### src/shared/sief_pkg.sv
// constants, carriers and enums for the signal integrity error flag block
// assumes a single 100 MHz clock and a synchronous active-high reset
//
// Contract
// detected conditions latch as flags until cleared
// OR of flags drives error pin
// flags latched unless latch disable set
// sensors pass programmable suppression delay filter
// isolation stage active suppresses sensor indications
// clamp conduction sets clamp flag
// near-rail input sets overvoltage flag
// gain network overcurrent sets overload flag
// output clip or overcurrent sets output flag
// checksum flag only while checksum enabled; code gates setting only, a latched flag stays
// diagnostic switches set only by port writes
// switches: short, disconnect, current, discharge, single-pin
// internal 1 MHz timing, optionally driven out
// external pin clock replaces internal oscillator
// selected timing clock divided before use
// present condition beats same-cycle clear
// write one clears flag, zero keeps
// busy bit reads active while isolation on
// extra flag for input amplifier clipping
// resets disable checksum mode
package sief_pkg;

	localparam int unsigned CLK_HZ       = 100_000_000;
	localparam int unsigned OSC_HZ       = 1_000_000;
	localparam int unsigned OSC_HALF_CYC = CLK_HZ / OSC_HZ / 2;
	localparam int unsigned SENSE_W      = 6;
	localparam int unsigned DELAY_W      = 8;
	localparam int unsigned SW_W         = 5;

	// bit positions inside the flag vector
	localparam int unsigned B_OVERVOLT = 0;
	localparam int unsigned B_GAIN     = 1;
	localparam int unsigned B_OUTPUT   = 2;
	localparam int unsigned B_CLAMP    = 3;
	localparam int unsigned B_IACLIP   = 4;
	localparam int unsigned B_CHECKSUM = 5;

	localparam logic [SENSE_W-1:0] FLAGS_RST = 6'h00;
	localparam logic [SW_W-1:0]    SW_RST    = 5'h00;
	localparam logic [DELAY_W-1:0] DELAY_RST = 8'h00;

	typedef struct packed {
		logic input_amp_clip_flag;
		logic clamp_conduction_flag;
		logic output_stage_fault_flag;
		logic gain_network_overload_flag;
		logic input_overvoltage_flag;
	} sief_sense_s;

	typedef struct packed {
		logic single_pin_meas;
		logic discharge;
		logic test_current;
		logic disconnect;
		logic short_to_gnd;
	} sief_switch_s;

	typedef enum logic [1:0] {
		SIEF_CLK_INTERNAL,
		SIEF_CLK_DRIVE_OUT,
		SIEF_CLK_EXTERNAL
	} sief_clkmode_e;

endpackage : sief_pkg

### src/verilog/sief_core.sv
// error flag capture, error pin, diagnostic switches and timing clock
// assumes sensor and pin inputs are asynchronous; port writes are on clk
`timescale 1ns/10ps
module sief_core
	import sief_pkg::*;
(
	input  wire logic                 clk,
	input  wire logic                 rst,
	input  wire sief_sense_s          sense_raw,
	input  wire logic                 checksum_bad,
	input  wire logic                 isolation_stage_active,
	input  wire logic                 soft_reset_command,
	input  wire logic                 wr_checksum_en,
	input  wire logic                 wr_checksum_val,
	input  wire logic                 wr_delay,
	input  wire logic [DELAY_W-1:0]   wr_delay_val,
	input  wire logic                 wr_switch,
	input  wire sief_switch_s         wr_switch_val,
	input  wire logic                 wr_clear,
	input  wire logic [SENSE_W-1:0]   wr_clear_mask,
	input  wire logic                 latch_disable,
	input  wire logic                 error_pin_en,
	input  wire sief_clkmode_e        clk_mode,
	input  wire logic                 general_pin_six_in,
	output logic [SENSE_W-1:0]        flags,
	output logic                      busy_flag,
	output logic                      error_pin,
	output sief_switch_s              switches,
	output logic                      checksum_en,
	output logic [DELAY_W-1:0]        suppress_delay,
	output logic                      general_pin_six_out,
	output logic                      general_pin_six_oe,
	output logic                      timing_tick
);
	// three-stage synchronisers for everything from outside the domain
	localparam int unsigned NS = SENSE_W + 2;

	logic [NS-1:0]        s1_ff;
	logic [NS-1:0]        s2_ff;
	logic [NS-1:0]        s3_ff;
	logic [NS-1:0]        stable_ff;
	logic [SENSE_W-1:0]   flags_ff;
	logic [SENSE_W-1:0]   nxt_flags;
	logic [SENSE_W-1:0]   filt;
	logic [SENSE_W-1:0]   sensed;
	logic [SENSE_W-1:0]   clr;
	logic                 busy_ff;
	logic                 err_ff;
	sief_switch_s         sw_ff;
	logic                 cks_ff;
	logic [DELAY_W-1:0]   delay_ff;
	logic                 osc_ff;
	logic [15:0]          osc_cnt_ff;
	logic                 div_ff;
	logic                 src_prev_ff;
	logic                 tick_ff;
	logic                 pin_out_ff;
	logic                 pin_oe_ff;
	wire  [NS-1:0]        raw_in = {general_pin_six_in, isolation_stage_active,
		checksum_bad, sense_raw};

	// a change counts once stages two and three agree
	wire  [NS-1:0]        agree = ~(s2_ff ^ s3_ff);
	wire  [NS-1:0]        nxt_stable = (agree & s3_ff) | (~agree & stable_ff);

	always_ff @(posedge clk) begin
		if (rst) begin
			s1_ff     <= '0;
			s2_ff     <= '0;
			s3_ff     <= '0;
			stable_ff <= '0;
		end else begin
			s1_ff     <= raw_in;
			s2_ff     <= s1_ff;
			s3_ff     <= s2_ff;
			stable_ff <= nxt_stable;
		end
	end

	wire iso_on  = stable_ff[SENSE_W];
	wire ext_clk = stable_ff[SENSE_W+1];

	// internal oscillator model, divided from clk
	wire osc_wrap = (osc_cnt_ff == 16'(OSC_HALF_CYC - 1));

	always_ff @(posedge clk) begin
		if (rst) begin
			osc_cnt_ff <= '0;
			osc_ff     <= 1'b0;
		end else begin
			osc_cnt_ff <= osc_wrap ? '0 : osc_cnt_ff + 16'h0001;
			osc_ff     <= osc_wrap ? ~osc_ff : osc_ff;
		end
	end

	// external clock replaces the internal one when selected
	wire use_ext = (clk_mode == SIEF_CLK_EXTERNAL);
	wire src_clk = use_ext ? ext_clk : osc_ff;
	wire src_rise = src_clk && !src_prev_ff;
	// dividing by two on rising edges makes duty cycle irrelevant
	wire nxt_div = src_rise ? ~div_ff : div_ff;

	always_ff @(posedge clk) begin
		if (rst) begin
			src_prev_ff <= 1'b0;
			div_ff      <= 1'b0;
			tick_ff     <= 1'b0;
			pin_out_ff  <= 1'b0;
			pin_oe_ff   <= 1'b0;
		end else begin
			src_prev_ff <= src_clk;
			div_ff      <= nxt_div;
			tick_ff     <= src_rise && div_ff;
			pin_out_ff  <= osc_ff;
			pin_oe_ff   <= (clk_mode == SIEF_CLK_DRIVE_OUT);
		end
	end

	// configuration written only over the port
	wire cks_kill = soft_reset_command;

	always_ff @(posedge clk) begin
		if (rst) begin
			cks_ff   <= 1'b0;
			delay_ff <= DELAY_RST;
			sw_ff    <= SW_RST;
		end else begin
			if (cks_kill)
				cks_ff <= 1'b0;
			else if (wr_checksum_en)
				cks_ff <= wr_checksum_val;
			if (wr_delay)
				delay_ff <= wr_delay_val;
			if (wr_switch)
				sw_ff <= wr_switch_val;
		end
	end

	for (genvar i = 0; i < SENSE_W; i++) begin : g_filt
		sief_filter #(
			.DW (DELAY_W)
		) u_filt (
			.clk   (clk),
			.rst   (rst),
			.tick  (tick_ff),
			.delay (delay_ff),
			.raw   (stable_ff[i]),
			.filt  (filt[i])
		);
	end

	// sensor mapping: struct order matches flag bit positions
	// each filtered sensor feeds its own flag bit
	// checksum sense is forced off unless checksum mode runs
	wire [SENSE_W-1:0] cks_gate = {cks_ff, {(SENSE_W-1){1'b1}}};
	assign sensed = filt & cks_gate & {SENSE_W{!iso_on}};
	assign clr    = wr_clear ? wr_clear_mask : '0;
	// set wins over clear in the same cycle
	assign nxt_flags = latch_disable ? sensed :
		((flags_ff & ~clr) | sensed);

	always_ff @(posedge clk) begin
		if (rst) begin
			flags_ff <= FLAGS_RST;
			busy_ff  <= 1'b0;
			err_ff   <= 1'b0;
		end else begin
			flags_ff <= nxt_flags;
			busy_ff  <= iso_on;
			err_ff   <= error_pin_en && (|nxt_flags);
		end
	end

	assign flags               = flags_ff;
	assign busy_flag           = busy_ff;
	assign error_pin           = err_ff;
	assign switches            = sw_ff;
	assign checksum_en         = cks_ff;
	assign suppress_delay      = delay_ff;
	assign general_pin_six_out = pin_out_ff;
	assign general_pin_six_oe  = pin_oe_ff;
	assign timing_tick         = tick_ff;

	a_flag_sticky: assert property (@(posedge clk) disable iff (rst)
		!latch_disable && flags_ff[0] && !(wr_clear && wr_clear_mask[0])
		|=> flags_ff[0])
		else $error("latched flag lost without clear");
	a_set_beats_clr: assert property (@(posedge clk) disable iff (rst)
		sensed[1] |=> flags_ff[1])
		else $error("present condition cleared");
	a_clear_works: assert property (@(posedge clk) disable iff (rst)
		wr_clear && wr_clear_mask[2] && !sensed[2] |=> !flags_ff[2])
		else $error("write one did not clear flag");
	a_follow_mode: assert property (@(posedge clk) disable iff (rst)
		latch_disable |=> flags_ff == $past(sensed))
		else $error("flags not following sensors");
	a_iso_masks: assert property (@(posedge clk) disable iff (rst)
		iso_on |-> sensed == '0)
		else $error("sensor passed during isolation");
	a_cks_gated: assert property (@(posedge clk) disable iff (rst)
		!cks_ff && !$past(cks_ff) && latch_disable |-> !flags_ff[B_CHECKSUM])

		else $error("checksum flag with checksum off");
	// pin follows next flags, so the enable seen one edge earlier decides
	a_err_pin: assert property (@(posedge clk) disable iff (rst)
		error_pin_en && (|nxt_flags) |=> error_pin)
		else $error("error pin low with flags set");
	a_pin_oe: assert property (@(posedge clk) disable iff (rst)
		general_pin_six_oe == ($past(clk_mode) == SIEF_CLK_DRIVE_OUT))
		else $error("pin six enable does not follow mode");
	a_tick_pulse: assert property (@(posedge clk) disable iff (rst)
		tick_ff |=> !tick_ff)
		else $error("timing tick longer than one cycle");
	a_soft_rst: assert property (@(posedge clk) disable iff (rst)
		soft_reset_command |=> !cks_ff)
		else $error("checksum mode survived soft reset");
	a_busy_track: assert property (@(posedge clk) disable iff (rst)
		busy_flag == $past(iso_on))
		else $error("busy bit not tracking isolation");

	c_flag_set: cover property (@(posedge clk) disable iff (rst)
		!flags_ff[B_CLAMP] ##1 flags_ff[B_CLAMP]);
	c_flag_clear: cover property (@(posedge clk) disable iff (rst)
		flags_ff[B_GAIN] ##1 !flags_ff[B_GAIN]);
	c_ext_tick: cover property (@(posedge clk) disable iff (rst)
		use_ext && tick_ff);
	c_cks_flag: cover property (@(posedge clk) disable iff (rst)
		flags_ff[B_CHECKSUM]);

endmodule : sief_core

### src/verilog/sief_filter.sv
// per-sensor suppression delay filter on the divided timing tick
// assumes sensor inputs already synchronised to clk
`timescale 1ns/10ps
module sief_filter
	import sief_pkg::*;
#(
	parameter int unsigned DW = DELAY_W
) (
	input  wire logic          clk,
	input  wire logic          rst,
	input  wire logic          tick,
	input  wire logic [DW-1:0] delay,
	input  wire logic          raw,
	output logic               filt
);
	logic [DW-1:0] cnt_ff;
	logic [DW-1:0] nxt_cnt;
	logic          filt_ff;
	wire           reached = (cnt_ff >= delay);

	// condition must hold for delay ticks; any drop restarts the wait
	assign nxt_cnt = !raw ? '0 :
		(tick && !reached) ? cnt_ff + 1'b1 : cnt_ff;

	always_ff @(posedge clk) begin
		if (rst) begin
			cnt_ff  <= '0;
			filt_ff <= 1'b0;
		end else begin
			cnt_ff  <= nxt_cnt;
			filt_ff <= raw && reached;
		end
	end

	assign filt = filt_ff;

	a_filter_drop: assert property (@(posedge clk) disable iff (rst)
		!raw |=> !filt)
		else $error("filter output high after sensor dropped");

endmodule : sief_filter
### config.mk
export PLATFORM = sky130hd
export DESIGN_NAME = sief_core
export DESIGN_NICKNAME = d
export VERILOG_FILES = /design/src/shared/sief_pkg.sv /design/src/verilog/sief_core.sv /design/src/verilog/sief_filter.sv
export SDC_FILE = /design/constraint.sdc
export NUM_CORES = 1
export LEC_CHECK = 0
export BUFFER_PORTS_ARGS = -buffer_cell sky130_fd_sc_hd__buf_2
export CELL_PAD_IN_SITES_DETAIL_PLACEMENT = 0
export CELL_PAD_IN_SITES_GLOBAL_PLACEMENT = 1
export CORE_MARGIN = 5
export CORE_UTILIZATION = 45
export CTS_BUF_LIST = sky130_fd_sc_hd__clkbuf_16
export DETAILED_ROUTE_END_ITERATION = 10
export PLACE_DENSITY = 0.9
export SETUP_SLACK_MARGIN = 0.2
export SYNTH_ARGS = -nofsm -noshare
export SYNTH_HDL_FRONTEND = slang
export SYNTH_SLANG_ARGS = --single-unit
### constraint.sdc
create_clock -name clk -period 2.4 [get_ports clk]
set_input_delay 0.48 -clock clk [delete_from_list [all_inputs] [get_ports clk]]
set_output_delay 0.48 -clock clk [all_outputs]
set_load 0.05 [all_outputs]
# Word level (Yosys, flattened, before mapping)

Cells that the tools add are included.

Add/subtract/negate cells: 7
$mul: 0
Div/mod/pow operators: 0
$lt $le $gt $ge: 6
Equal/unequal tests: 3
Shifts and indexed selects: 0
Mux-type cells: 3
Bitwise logic cells: 19
Reductions and logical operators: 32

Operator list:

| kind                    | number |
|---|---|
| $add A8 B1 Y8 const B   | 6 |
| $ge A8 B8 Y1            | 6 |
| $and A6 B6 Y6           | 3 |
| $add A16 B1 Y16 const B | 1 |
| $and A8 B8 Y8           | 2 |
| $eq A16 B6 Y1 const B   | 1 |
| $not A8 Y8              | 2 |
| $reduce_or A2 Y1        | 8 |
| $logic_and A1 B1 Y1     | 15 |
| $mux W6                 | 2 |
| $logic_not A1 Y1        | 8 |
| $not A1 Y1              | 8 |
| $or A8 B8 Y8            | 1 |
| $xor A8 B8 Y8           | 1 |
| $not A6 Y6              | 1 |
| $or A6 B6 Y6            | 1 |
| $reduce_or A6 Y1        | 1 |
| $eq A2 B1 Y1 const B    | 1 |
| $eq A2 B2 Y1 const B    | 1 |
| $mux W1                 | 1 |

Register bits: 130
Latch bits: 0
RAM bits: 0
Memory bits (read-only): 0
Bits of input ports: 39
Output and inout bits: 25
Word-level logic and storage cells: 103
Memories kept: 0

# Longest topological paths before layout

Gate-level depths: netlist (run 1).

Depth in word-level cells: 7
Mapped depth: 8
Depth with buffers taken out: 7

# Hierarchy

Synthesis (run 1) repeated with hierarchy kept, for this count alone.

Cell total of the unflattened synthesis: 707
Area total of the unflattened synthesis: 6436.2 µm²

Modules (own cells, without submodules):

| module      | times used | cells an instance | area an instance (µm²) | seq. area each (µm²) |
|---|---|---|---|---|
| sief_filter | 6          | 74                | 629.4                  | 180.2 |
| sief_core   | 1          | 263               | 2660.1                 | 1521.5 |

# Least setup slack after synthesis (run 1)

OpenSTA, ideal clock, no wires.

Path kind: reg2reg
Start: register delay_ff[7], in the netlist suppress_delay[7]
End: register g_filt[4].u_filt.cnt_ff[5]
Library setup time: 70 ps
Data arrival time: 2472 ps
Data required time: 2330 ps
Path slack: -142 ps
Stages on the path, launching flop included: 8
Buffers on the path: 0
Clock period less this slack: 2542 ps
Cell sequence: dfxtp_1 > inv_1 > ha_1 > and3_4 > a221oi_4 > nand2_2 > or4_1 > a21oi_1

Word-level cells in the longest chain between the ends: 3

Ends and longest elaborated chain:

| what                     | line              | source |
|---|---|---|
| start: declaration       | sief_core.sv:51   | `logic [DELAY_W-1:0] delay_ff;` |
| start signal: assignment | sief_core.sv:133  | `delay_ff <= wr_delay_val;` |
| $ge A8 B8 Y1             | sief_filter.sv:19 | `wire reached = (cnt_ff >= delay);` |
| $logic_not A1 Y1         | sief_filter.sv:23 | `(tick && !reached) ? cnt_ff + 1'b1 : cnt_ff;` |
| $logic_and A1 B1 Y1      | sief_filter.sv:23 |  |
| end signal: assignment   | sief_filter.sv:30 | `cnt_ff <= nxt_cnt;` |
| end: declaration         | sief_filter.sv:16 | `logic [DW-1:0] cnt_ff;` |

Every way passes these cells.
A chain may end at the register's enable or synchronous reset.

# Final worst setup path (run 1)

Start: register delay_ff[6], in the netlist suppress_delay[6]
End: register g_filt[4].u_filt.cnt_ff[7]

The elaborated chain is that of the path after synthesis.

==> results of run 1 <==
## metal layers
| layer | share of wire, % | GRT usage (%) | vias to the layer above | wire length [um] |
|---|---|---|---|---|
| met2 | 49 | 30.6 | 184 | 7940 |
| met3 | 5.0 | 5.14 | 46 | 822 |
| met1 | 43 | 23.8 | 2660 | 7000 |
| met5 | 0 | 0 | - | 0 |
| met4 | 3.3 | 6.69 | 0 | 541 |
| li1 | - | - | 2687 | - |
## final timing paths
path / to / slack, ps / from
setup / recovery: g_filt[4].u_filt.cnt_ff[7] / 120 / suppress_delay[6]
hold / removal: checksum_en / 210 / soft_reset_command
setup reg to reg: g_filt[4].u_filt.cnt_ff[7] / 120 / suppress_delay[6]
hold reg to reg: timing_tick / 430 / src_prev_ff
## registers in the layout, indices dropped and copies added, names as in the netlist, 5 cells and up, named ones only
name                  flops
switches                  5
s1_ff                     8
osc_cnt_ff               16
s3_ff                     8
g_filt.u_filt.cnt_ff     48
suppress_delay            8
s2_ff                     8
flags                     6
g_filt.u_filt.filt        6
## power by group through the flow
stage	combinational [mW]	clock, mW	sequential, mW
after floorplan	0.207	0	2.31
after global placement	0.361	0	2.26
after detailed placement	0.376	0	2.26
after CTS	0.404	2.60	2.22
after global routing	0.598	2.70	2.22
final	0.552	2.55	2.22
## cells in the final DEF, fill, tap and decap left out, types with 7 or more instances in the layout
cell,count
dfxtp_4,7
nor2_1,65
nand2_1,42
xor2_1,8
nand2b_1,9
o211ai_1,10
buf_6,14
dfxtp_1,121
o31ai_1,8
ha_4,14
inv_1,25
clkbuf_16,17
nand4_1,22
ha_1,41
mux2i_1,17
or4_1,8
or3_1,13
and3_1,7
xnor2_1,15
buf_2,64
nor2b_1,36
nand3_1,16
a21oi_1,31
o21ai_0,28
a21oi_2,11
buf_4,35
## critical path, stage by stage (launching register included)
cell and delay [ps]:
dfxtp_4 360, clkinvlp_4 90, buf_12 150, ha_4 220
and3_4 200, a221oi_4 370, buf_4 180, nand4_1 100
or4_1 480, nand2_1 70
## timing repair
action                                  4_1_cts  5_1_grt
pin swaps                                     3       61
resized for setup                            14       93
hold buffers                                  0        0
buffers inserted                              4       36
gates cloned                                  1        0
endpoints found under the setup margin       34       60
## synth_stat cells (15+ instances only)
cell type | instances | share of area, %
dfxtp_1 | 130 | 42
nor2_1 | 67 | 4.0
ha_1 | 56 | 11
nand2_1 | 44 | 2.7
a21oi_1 | 42 | 3.4
nor2b_1 | 36 | 3.6
o21ai_0 | 33 | 2.7
inv_1 | 28 | 1.7
nand4_1 | 22 | 2.2
or3_1 | 18 | 1.8
mux2i_1 | 17 | 2.7
nand3_1 | 17 | 1.4
xnor2_1 | 15 | 2.1
## metrics by stage
stage          setup TNS (ps)  cells
6_report                    0    985
5_1_grt                 -80.1    985
4_1_cts                     0    949
3_5_place_dp             -165    912
3_3_place_gp                0    912
2_1_floorplan               0    677
## cell type report
cell class	instances	area, um^2	share of cell area (%)
Inverter	28	124	1.50
Clock inverter	15	161	1.95
Multi-Input combinational cell	499	3900	47.2
Timing Repair Buffer	116	801	9.69
Clock buffer	17	425	5.15
Sequential cell	130	2630	31.8
Tap cell	180	225	2.72
## logic make-up after synthesis
kind of cell / count (synthesis) / share of synthesized area, %
AND/OR/NAND/NOR: 262 / 22.3
buffers and inverters: 49 / 3.22
multiplexers: 18 / 2.92
XOR/XNOR: 23 / 3.24
flip-flops: 130 / 41.9
AO/OA/AOI/OAI: 139 / 15.1
adder cells (fa/ha/maj): 56 / 11.3
==> impl_metrics.toml, run 1 <==
[finish]
fin_nets = 887
insertedDiodeCount = 0
area_growth_pct = 33.1
final_util_pct = 60.3
finalInstanceArea_um2 = 8270
nFillCells = 1076
drive_above_1_share_pct = 29.2

[worst_setup_path]
cp.required_ps = 2760
r2r_cells = 9
worstPathMaxFanout = 6
arrival_ps = 2640
critPathKind = "reg2reg"
start_kind = "flip-flop"
cp-end-kind = "flip-flop"

[floorplanning]
initial_core_util_pct = 45.3
die_area_um2 = 16200
ios = 64
core_area_um2 = 13700
row_count = 43
chipHeight_um = 127
die_x_um = 127

[sta]
slew-limit-headroom_pct = 59.6
rsz0062_at_grt = "yes"
worst_slack_ps = 117
fin_crit_ps = 2280
drv_slew = 0
hold_ws_ps = 212
clock.fmax_mhz = 438
setup_viol = 0
finalClockSkew_ps = 21.1
final.period_utilization_pct = 95.1
hold_viol = 0
worstMarginPinSlew_ps = 605

[placed_design]
dp_hpwl_um = 10700
place_area_um2 = 6790
port_buffers = 63
place_congestion = 0.795
detailedPlace.worstSlack_ps = -60.1

[grt]
grtUsageTotal_pct = 18.7
antenna_found_initial = 0
overflow = 0
grt_start_max_net_pins = 29
grt_pass1_vias = 5152
grt_pass1_wl_um = 24500

[power_and_ir_drop]
switching_power_mw = 1.34
combPwrFrac_pct = 10.4
p_leak_nw = 3.15
ir_worst_vdd_mv = 0.556
finalPower_mw = 5.32
swShare_pct = 25.3
powerDensity_nw_per_um2 = 644
clkPwrFrac_pct = 47.9
power_frac_seq_pct = 41.7
p_int_mw = 3.98

[logic_synthesis]
ys_ff_latch = 130
seq_area_frac_synth_pct = 41.9
synth_cell_type_count = 55
synth-main-ff-cell = "dfxtp_1"
ys_async_sr_fraction_pct = 0
synth_area_um2 = 6210
synthCells = 677
synth_edf_count = 0
yosysWarnings = 0
syn-num-nets = 772
synth.avg_cell_area_um2 = 9.17

[detailed_routing]
post-route-drc-count = 0
post_drt_wl_per_cell_um = 16.6
drt_wl_total_um = 16300
vias = 5577
drt_iter0_markers = 403
dr.pass1.iters = 5
vias_per_cell = 5.66
drtAntennaViolNets = 0

[hold_path]
holdCritPathClass = "in2reg"
hold_path_depth = 2

[clocking]
clk_pin_slew_worst_paths_ps = 60
clock_path_buffers = 2
cts_root_buffer = "clkbuf_16"
cts.sinks = 130
numCtsBuffers = 17
insertion_delay_ps = 430
cts_tree = "yes"
cts_max_level = 4

[flow_run]
cap_violations = 0

[run_status]
run_status = "finished clean"
(Power assumes the default switching activity.)
==> inputs of run 2 (changes only) <==
Settings changed: ABC_AREA set to 1, CORE_UTILIZATION 45 to 43, PLACE_DENSITY 0.9 to 0.92.
==> run 2 against run 1 <==
Effect of this change:
- clock skew shrank 7.7 ps
- clock power about the same
- power decreased by 3.0%
- highest routed layer unchanged
==> impl_metrics.toml, run 2 <==
[worst_setup_path]
cp.depth = 11
reg2reg_to = "g_filt[5].u_filt.cnt_ff[5]"
r2r_cells = 11
critical_path.startpoint = "suppress_delay[5]"
max_stage_delay_ps = 310
critPathKind = "reg2reg"
path_common_cell = "nand2_1"
critPathSlowestCell = "dfxtp_1"
worstPathMaxFanout = 7
crit_buf_inv = 3
critical_path.endpoint = "g_filt[5].u_filt.cnt_ff[5]"
cp.required_ps = 2720
cp-end-kind = "flip-flop"
start_kind = "flip-flop"
r2r-start = "suppress_delay[5]"
r2r_slack_ps = 460
arrival_ps = 2260
critical_path.top_delay_family = "simple AND/OR/NAND/NOR gates"
crit_chain = "inv_1 > ha_1 > a21oi_1 > nor2_1 > nor2_1 > buf_4 > nand2_1 > nand2_1 > nand2_1 > nand2_1 > inv_1"

[logic_synthesis]
synth.area.top_cells = "dfxtp_1, nand2_1, nor2_1, ha_1, inv_1"
yosysWarnings = 0
synth_top_area_share_pct = 38.0
synth.avg_cell_area_um2 = 6.69
synth-main-ff-cell = "dfxtp_1"
synth_edf_count = 0
ys_async_sr_fraction_pct = 0
synth_area_leader_cell = "dfxtp_1"
synth_area_um2 = 6860
seq_area_frac_synth_pct = 38.0
synthCells = 1025
ys_ff_latch = 130
synth_cell_type_count = 27
yosys-top-cells-count = "nand2_1, nor2_1, inv_1"
syn-num-nets = 1120
synth_most_common_cell = "nand2_1"

[floorplanning]
die_area_um2 = 18600
core_area_um2 = 15800
die_x_um = 136
ios = 64
chipHeight_um = 136
row_count = 46
initial_core_util_pct = 43.5

[power_and_ir_drop]
finalPower_mw = 5.16
p_int_mw = 3.86
ir_worst_vdd_mv = 0.495
swShare_pct = 25.2
combPwrFrac_pct = 7.7
power_frac_seq_pct = 42.9
clkPwrFrac_pct = 49.4
powerDensity_nw_per_um2 = 643
switching_power_mw = 1.30
p_leak_nw = 3.83

[detailed_routing]
drtAntennaViolNets = 0
vias_per_cell = 4.59
drt_iter0_markers = 406
post-route-drc-count = 0
drt_wl_total_um = 14900
post_drt_wl_per_cell_um = 11.2
dr.pass1.iters = 5
vias = 6091

[grt]
antenna_found_initial = 0
grt_pass1_wl_um = 24700
grt_pass1_vias = 5187
grtUsageTotal_pct = 16.8
grt_start_max_net_pins = 28
overflow = 0

[clocking]
cts_tree = "yes"
clk_pin_slew_worst_paths_ps = 60
cts_max_level = 4
numCtsBuffers = 17
clock_path_buffers = 2
insertion_delay_ps = 420
cts_root_buffer = "clkbuf_16"
cts.sinks = 130

[finish]
final_common_cell = "nand2_1"
insertedDiodeCount = 0
largest-register = "g_filt.u_filt.cnt_ff"
reg_top3 = "g_filt.u_filt.cnt_ff x48, osc_cnt_ff x16"
fin_nets = 1193
largest_reg_flops = 48
final_cell_mix = "nand2_1, nor2_1, inv_1, dfxtp_1, buf_2"
finalInstanceArea_um2 = 8020
area_growth_pct = 17.0
drive_above_1_share_pct = 10.6

[sta]
fin_crit_ps = 1940
final.period_utilization_pct = 81.0
fin_tns_setup_ps = 0
clock.fmax_mhz = 515
drv_slew = 0
rsz0062_at_grt = "no"
setup_viol = 0
hold_viol = 0
finalClockSkew_ps = 13.4
worstMarginPinSlew_ps = 629
slew-limit-headroom_pct = 57.9
hold_ws_ps = 220

[placed_design]
place_area_um2 = 7430
dp_hpwl_um = 11100
place_congestion = 0.826
port_buffers = 63

[hold_path]
holdCritPathClass = "in2reg"

[run_status]
run_status = "finished clean"

[flow_run]
cap_violations = 0
[run 2: cell types whose count changed in the layout (fill, tap and decap cells not counted), moves of 14 or more]
cell	delta
ha_1	+15
nor2b_1	-36
inv_1	+157
nor2_1	+123
mux2i_1	-17
buf_4	-22
nand3_1	+44
buf_6	-14
nand2_1	+208
ha_4	-14
nand4_1	+16
xnor2_1	-15
[run 2: power by group through the flow]
stage | clock network, mW | registers (mW) | logic, mW
after floorplan | 0 | 2.32 | 0.227
after global routing | 2.72 | 2.22 | 0.456
final | 2.55 | 2.21 | 0.397
after detailed placement | 0 | 2.26 | 0.399
after CTS | 2.61 | 2.21 | 0.401
after global placement | 0 | 2.26 | 0.395
[run 2: per-layer routing]
metal | routed length [um] | global-route usage [%] | vias to the layer above
met5 | 0 | 0 | -
met4 | 146 | 5.66 | 0
met3 | 649 | 4.11 | 12
met2 | 6580 | 25.5 | 95
met1 | 7540 | 23.3 | 2642
li1 | - | - | 3342
[run 2: metrics by stage]
step	utilization [%]	setup WS, ps	cells
finish	50.8	457	1327
global route	50.8	210	1327
CTS	50.8	395	1327
detailed placement	47.1	403	1295
global placement	47.1	438	1295
floorplan	-	357	1025
[run 2: repair_timing]
item                                    CTS  global route
hold buffers                              0             0
resized for setup                         0             2
endpoints found under the setup margin    0             2
setup buffers                             0             0
[run 2: cell type report]
cell class	instances	area, um^2
Clock inverter	15	158
Multi-Input combinational cell	692	3470
Timing Repair Buffer	76	413
Sequential cell	130	2600
Fill cell	1641	7750
Tap cell	216	270
Clock buffer	17	425
Inverter	181	679
[run 2: how the worst min path moves through the flow]
| stage | start | end | cells past startpoint |
|---|---|---|---|
| 2_1_floorplan | s1_ff[0] | s2_ff[0] | 2 |
| 3_3_place_gp | s1_ff[1] | s2_ff[1] | 2 |
| 3_5_place_dp | s1_ff[2] | s2_ff[2] | 2 |
| 4_1_cts | soft_reset_command | checksum_en | 2 |
| 5_1_grt | soft_reset_command | checksum_en | 2 |
| 6_report | soft_reset_command | checksum_en | 2 |
[run 2: kinds of logic (layout without fill, tap and decap cells)]
group / after synthesis / count (layout) / synth area share [%]
and+or+nand+nor: 561 / 561 / 34.2
buffers and inverters: 203 / 289 / 11.5
DFF: 130 / 130 / 38.0
AOI/OAI and AO/OA: 70 / 70 / 5.40
adders and majority gates: 56 / 56 / 10.2
xor gates and xnor gates: 5 / 5 / 0.639
==> inputs of run 3 (changes only) <==
Settings changed: ABC_AREA 1 to 0, CORE_UTILIZATION 43 to 45, PLACE_DENSITY 0.92 to 0.9.
Clock period 2.4 ns to 1.8 ns, I/O delays scaled along.
==> run 3 against run 2 <==
Effect of this change:
- the flow now finishes with violations (setup timing)
- cell area up 20%
- count of clock-buffer cells in the layout unchanged
- non-clock buffer count up 113
- wire length up 26%
==> impl_metrics.toml, run 3 (synthesized netlist as in run 1, its figures left out) <==
[sta]
drv_slew = 0
setup_viol = 51
clock.fmax_mhz = 479
fin_tns_setup_ps = -9140
fin_crit_ps = 2090
rsz0062_at_grt = "yes"
worstMarginPinSlew_ps = 537
finalClockSkew_ps = 15.8
worst_slack_ps = -290
final.period_utilization_pct = 116
slew-limit-headroom_pct = 64.2
hold_viol = 0

[grt]
grt_pass1_vias = 6052
grt_pass1_wl_um = 28700
antenna_found_initial = 1
overflow = 0
grtUsageTotal_pct = 22.1
grt_start_max_net_pins = 19
use_met1_pct = 25.7
grt_util_met2_pct = 38.3
gr-max-usage-layer = "met2"
grtUsageMet3_pct = 4.52

[finish]
finalInstanceArea_um2 = 9610
fin_nets = 961
area_growth_pct = 54.7
final_cell_mix = "dfxtp_1, buf_4, buf_2, nor2_1, nand2_1"
nFillCells = 942
final_common_cell = "dfxtp_1"
largest_reg_flops = 48
final_util_pct = 70.0
multi_input_area_um2 = 4580
register_area_um2 = 2640
largest-register = "g_filt.u_filt.cnt_ff"
insertedDiodeCount = 0
reg_top3 = "g_filt.u_filt.cnt_ff x48, osc_cnt_ff x16"
drive_above_1_share_pct = 44.7

[worst_setup_path]
critPathKind = "reg2reg"
start_kind = "flip-flop"
cp.required_ps = 2160
arrival_ps = 2450
max_stage_delay_ps = 390
worstPathMaxFanout = 6
critPathSlowestCell = "a221oi_4"
crit_chain = "inv_8 > buf_12 > ha_4 > and3_4 > a221oi_4 > buf_4 > nand2_4 > or3_1 > a21oi_1"
cp-end-kind = "flip-flop"

[floorplanning]
die_x_um = 127
ios = 64
die_area_um2 = 16200
chipHeight_um = 127
initial_core_util_pct = 45.3
row_count = 43
core_area_um2 = 13700

[power_and_ir_drop]
powerDensity_nw_per_um2 = 761
ir_worst_vdd_mv = 0.776
p_leak_nw = 3.62

[placed_design]
detailedPlace.worstSlack_ps = -260
place_area_um2 = 7910
place_congestion = 0.878
dp_hpwl_um = 12200
port_buffers = 63

[clocking]
cts_max_level = 4
cts_tree = "yes"
clk_pin_slew_worst_paths_ps = 60
insertion_delay_ps = 420
clock_path_buffers = 2
cts.sinks = 130
numCtsBuffers = 17
cts_root_buffer = "clkbuf_16"
postCtsHoldBufs = 0

[detailed_routing]
vias = 5948
drt_wl_total_um = 18800
post-route-drc-count = 0
drt_iter0_markers = 358
vias_per_cell = 5.62
drtAntennaViolNets = 0
post_drt_wl_per_cell_um = 17.8
dr.pass1.iters = 6

[run_status]
violations = "setup timing"
run_status = "finished with violations"

[hold_path]
holdCritPathClass = "in2reg"

[flow_run]
cap_violations = 0
[run 3: cell types whose count changed in the layout (fill, tap and decap cells not counted), moves of 20 or more]
cell | previous run | this run
nand2_1 | 250 | 39
inv_1 | 182 | 20
a21oi_2 | 0 | 20
ha_1 | 56 | 24
nand3_1 | 60 | 16
nor2b_1 | 0 | 34
buf_6 | 0 | 30
ha_4 | 0 | 30
nor2_1 | 188 | 47
buf_4 | 13 | 94
[run 3: where the power goes]
| part | internal [mW] | switching (mW) |
|---|---|---|
| clock network | 2.05 | 1.37 |
| registers | 2.92 | 0.0371 |
| logic | 0.424 | 0.511 |
[run 3: per-stage QoR]
stage | hold WS [ps] | std cells | power [mW]
floorplan | 393 | 677 | 3.47
detailed placement | 423 | 989 | 3.70
CTS | 86.8 | 1040 | 7.23
global route | 89.0 | 1059 | 7.56
global placement | 400 | 989 | 3.67
finish | 99.5 | 1059 | 7.31
[run 3: timing repair]
| action | in CTS | in global routing |
|---|---|---|
| pin swaps | 46 | 59 |
| gates resized for setup | 85 | 88 |
| buffers inserted | 17 | 18 |
| cloned | 2 | 1 |
| endpoints found under the setup margin | 70 | 71 |
[run 3: critical path, delay by kind of cell, from the launching register on]
kind | cells | cell delay [ps]
DFF | 1 | 380
and+or+nand+nor | 3 | 590
AOI/OAI and AO/OA | 2 | 510
buffers and inverters | 3 | 370
adders and majority gates | 1 | 210
[run 3: cell type report]
class / instances / area share [%]
clock buffers: 17 / 4.43
clock inverters: 15 / 1.63
inverters: 28 / 1.54
multi-input cells: 500 / 47.6
flip-flops and latches: 130 / 27.5
well taps: 180 / 2.34
repair buffers: 189 / 14.9
[run 3: layer usage]
| metal | up-vias | share of wire, % |
|---|---|---|
| met1 | 2869 | 40 |
| met2 | 197 | 51 |
| met3 | 44 | 5.1 |
| li1 | 2836 | - |
| met4 | 2 | 3.1 |
| met5 | - | 0.069 |
[run 3: worst paths after layout]
path                      start                         end  slack [ps]  depth (start not counted)
max           suppress_delay[7]  g_filt[1].u_filt.cnt_ff[0]        -290                          9
min          soft_reset_command                 checksum_en         100                          2
max reg2reg   suppress_delay[7]  g_filt[1].u_filt.cnt_ff[0]        -290                          9
min reg2reg         src_prev_ff                 timing_tick         430                          1
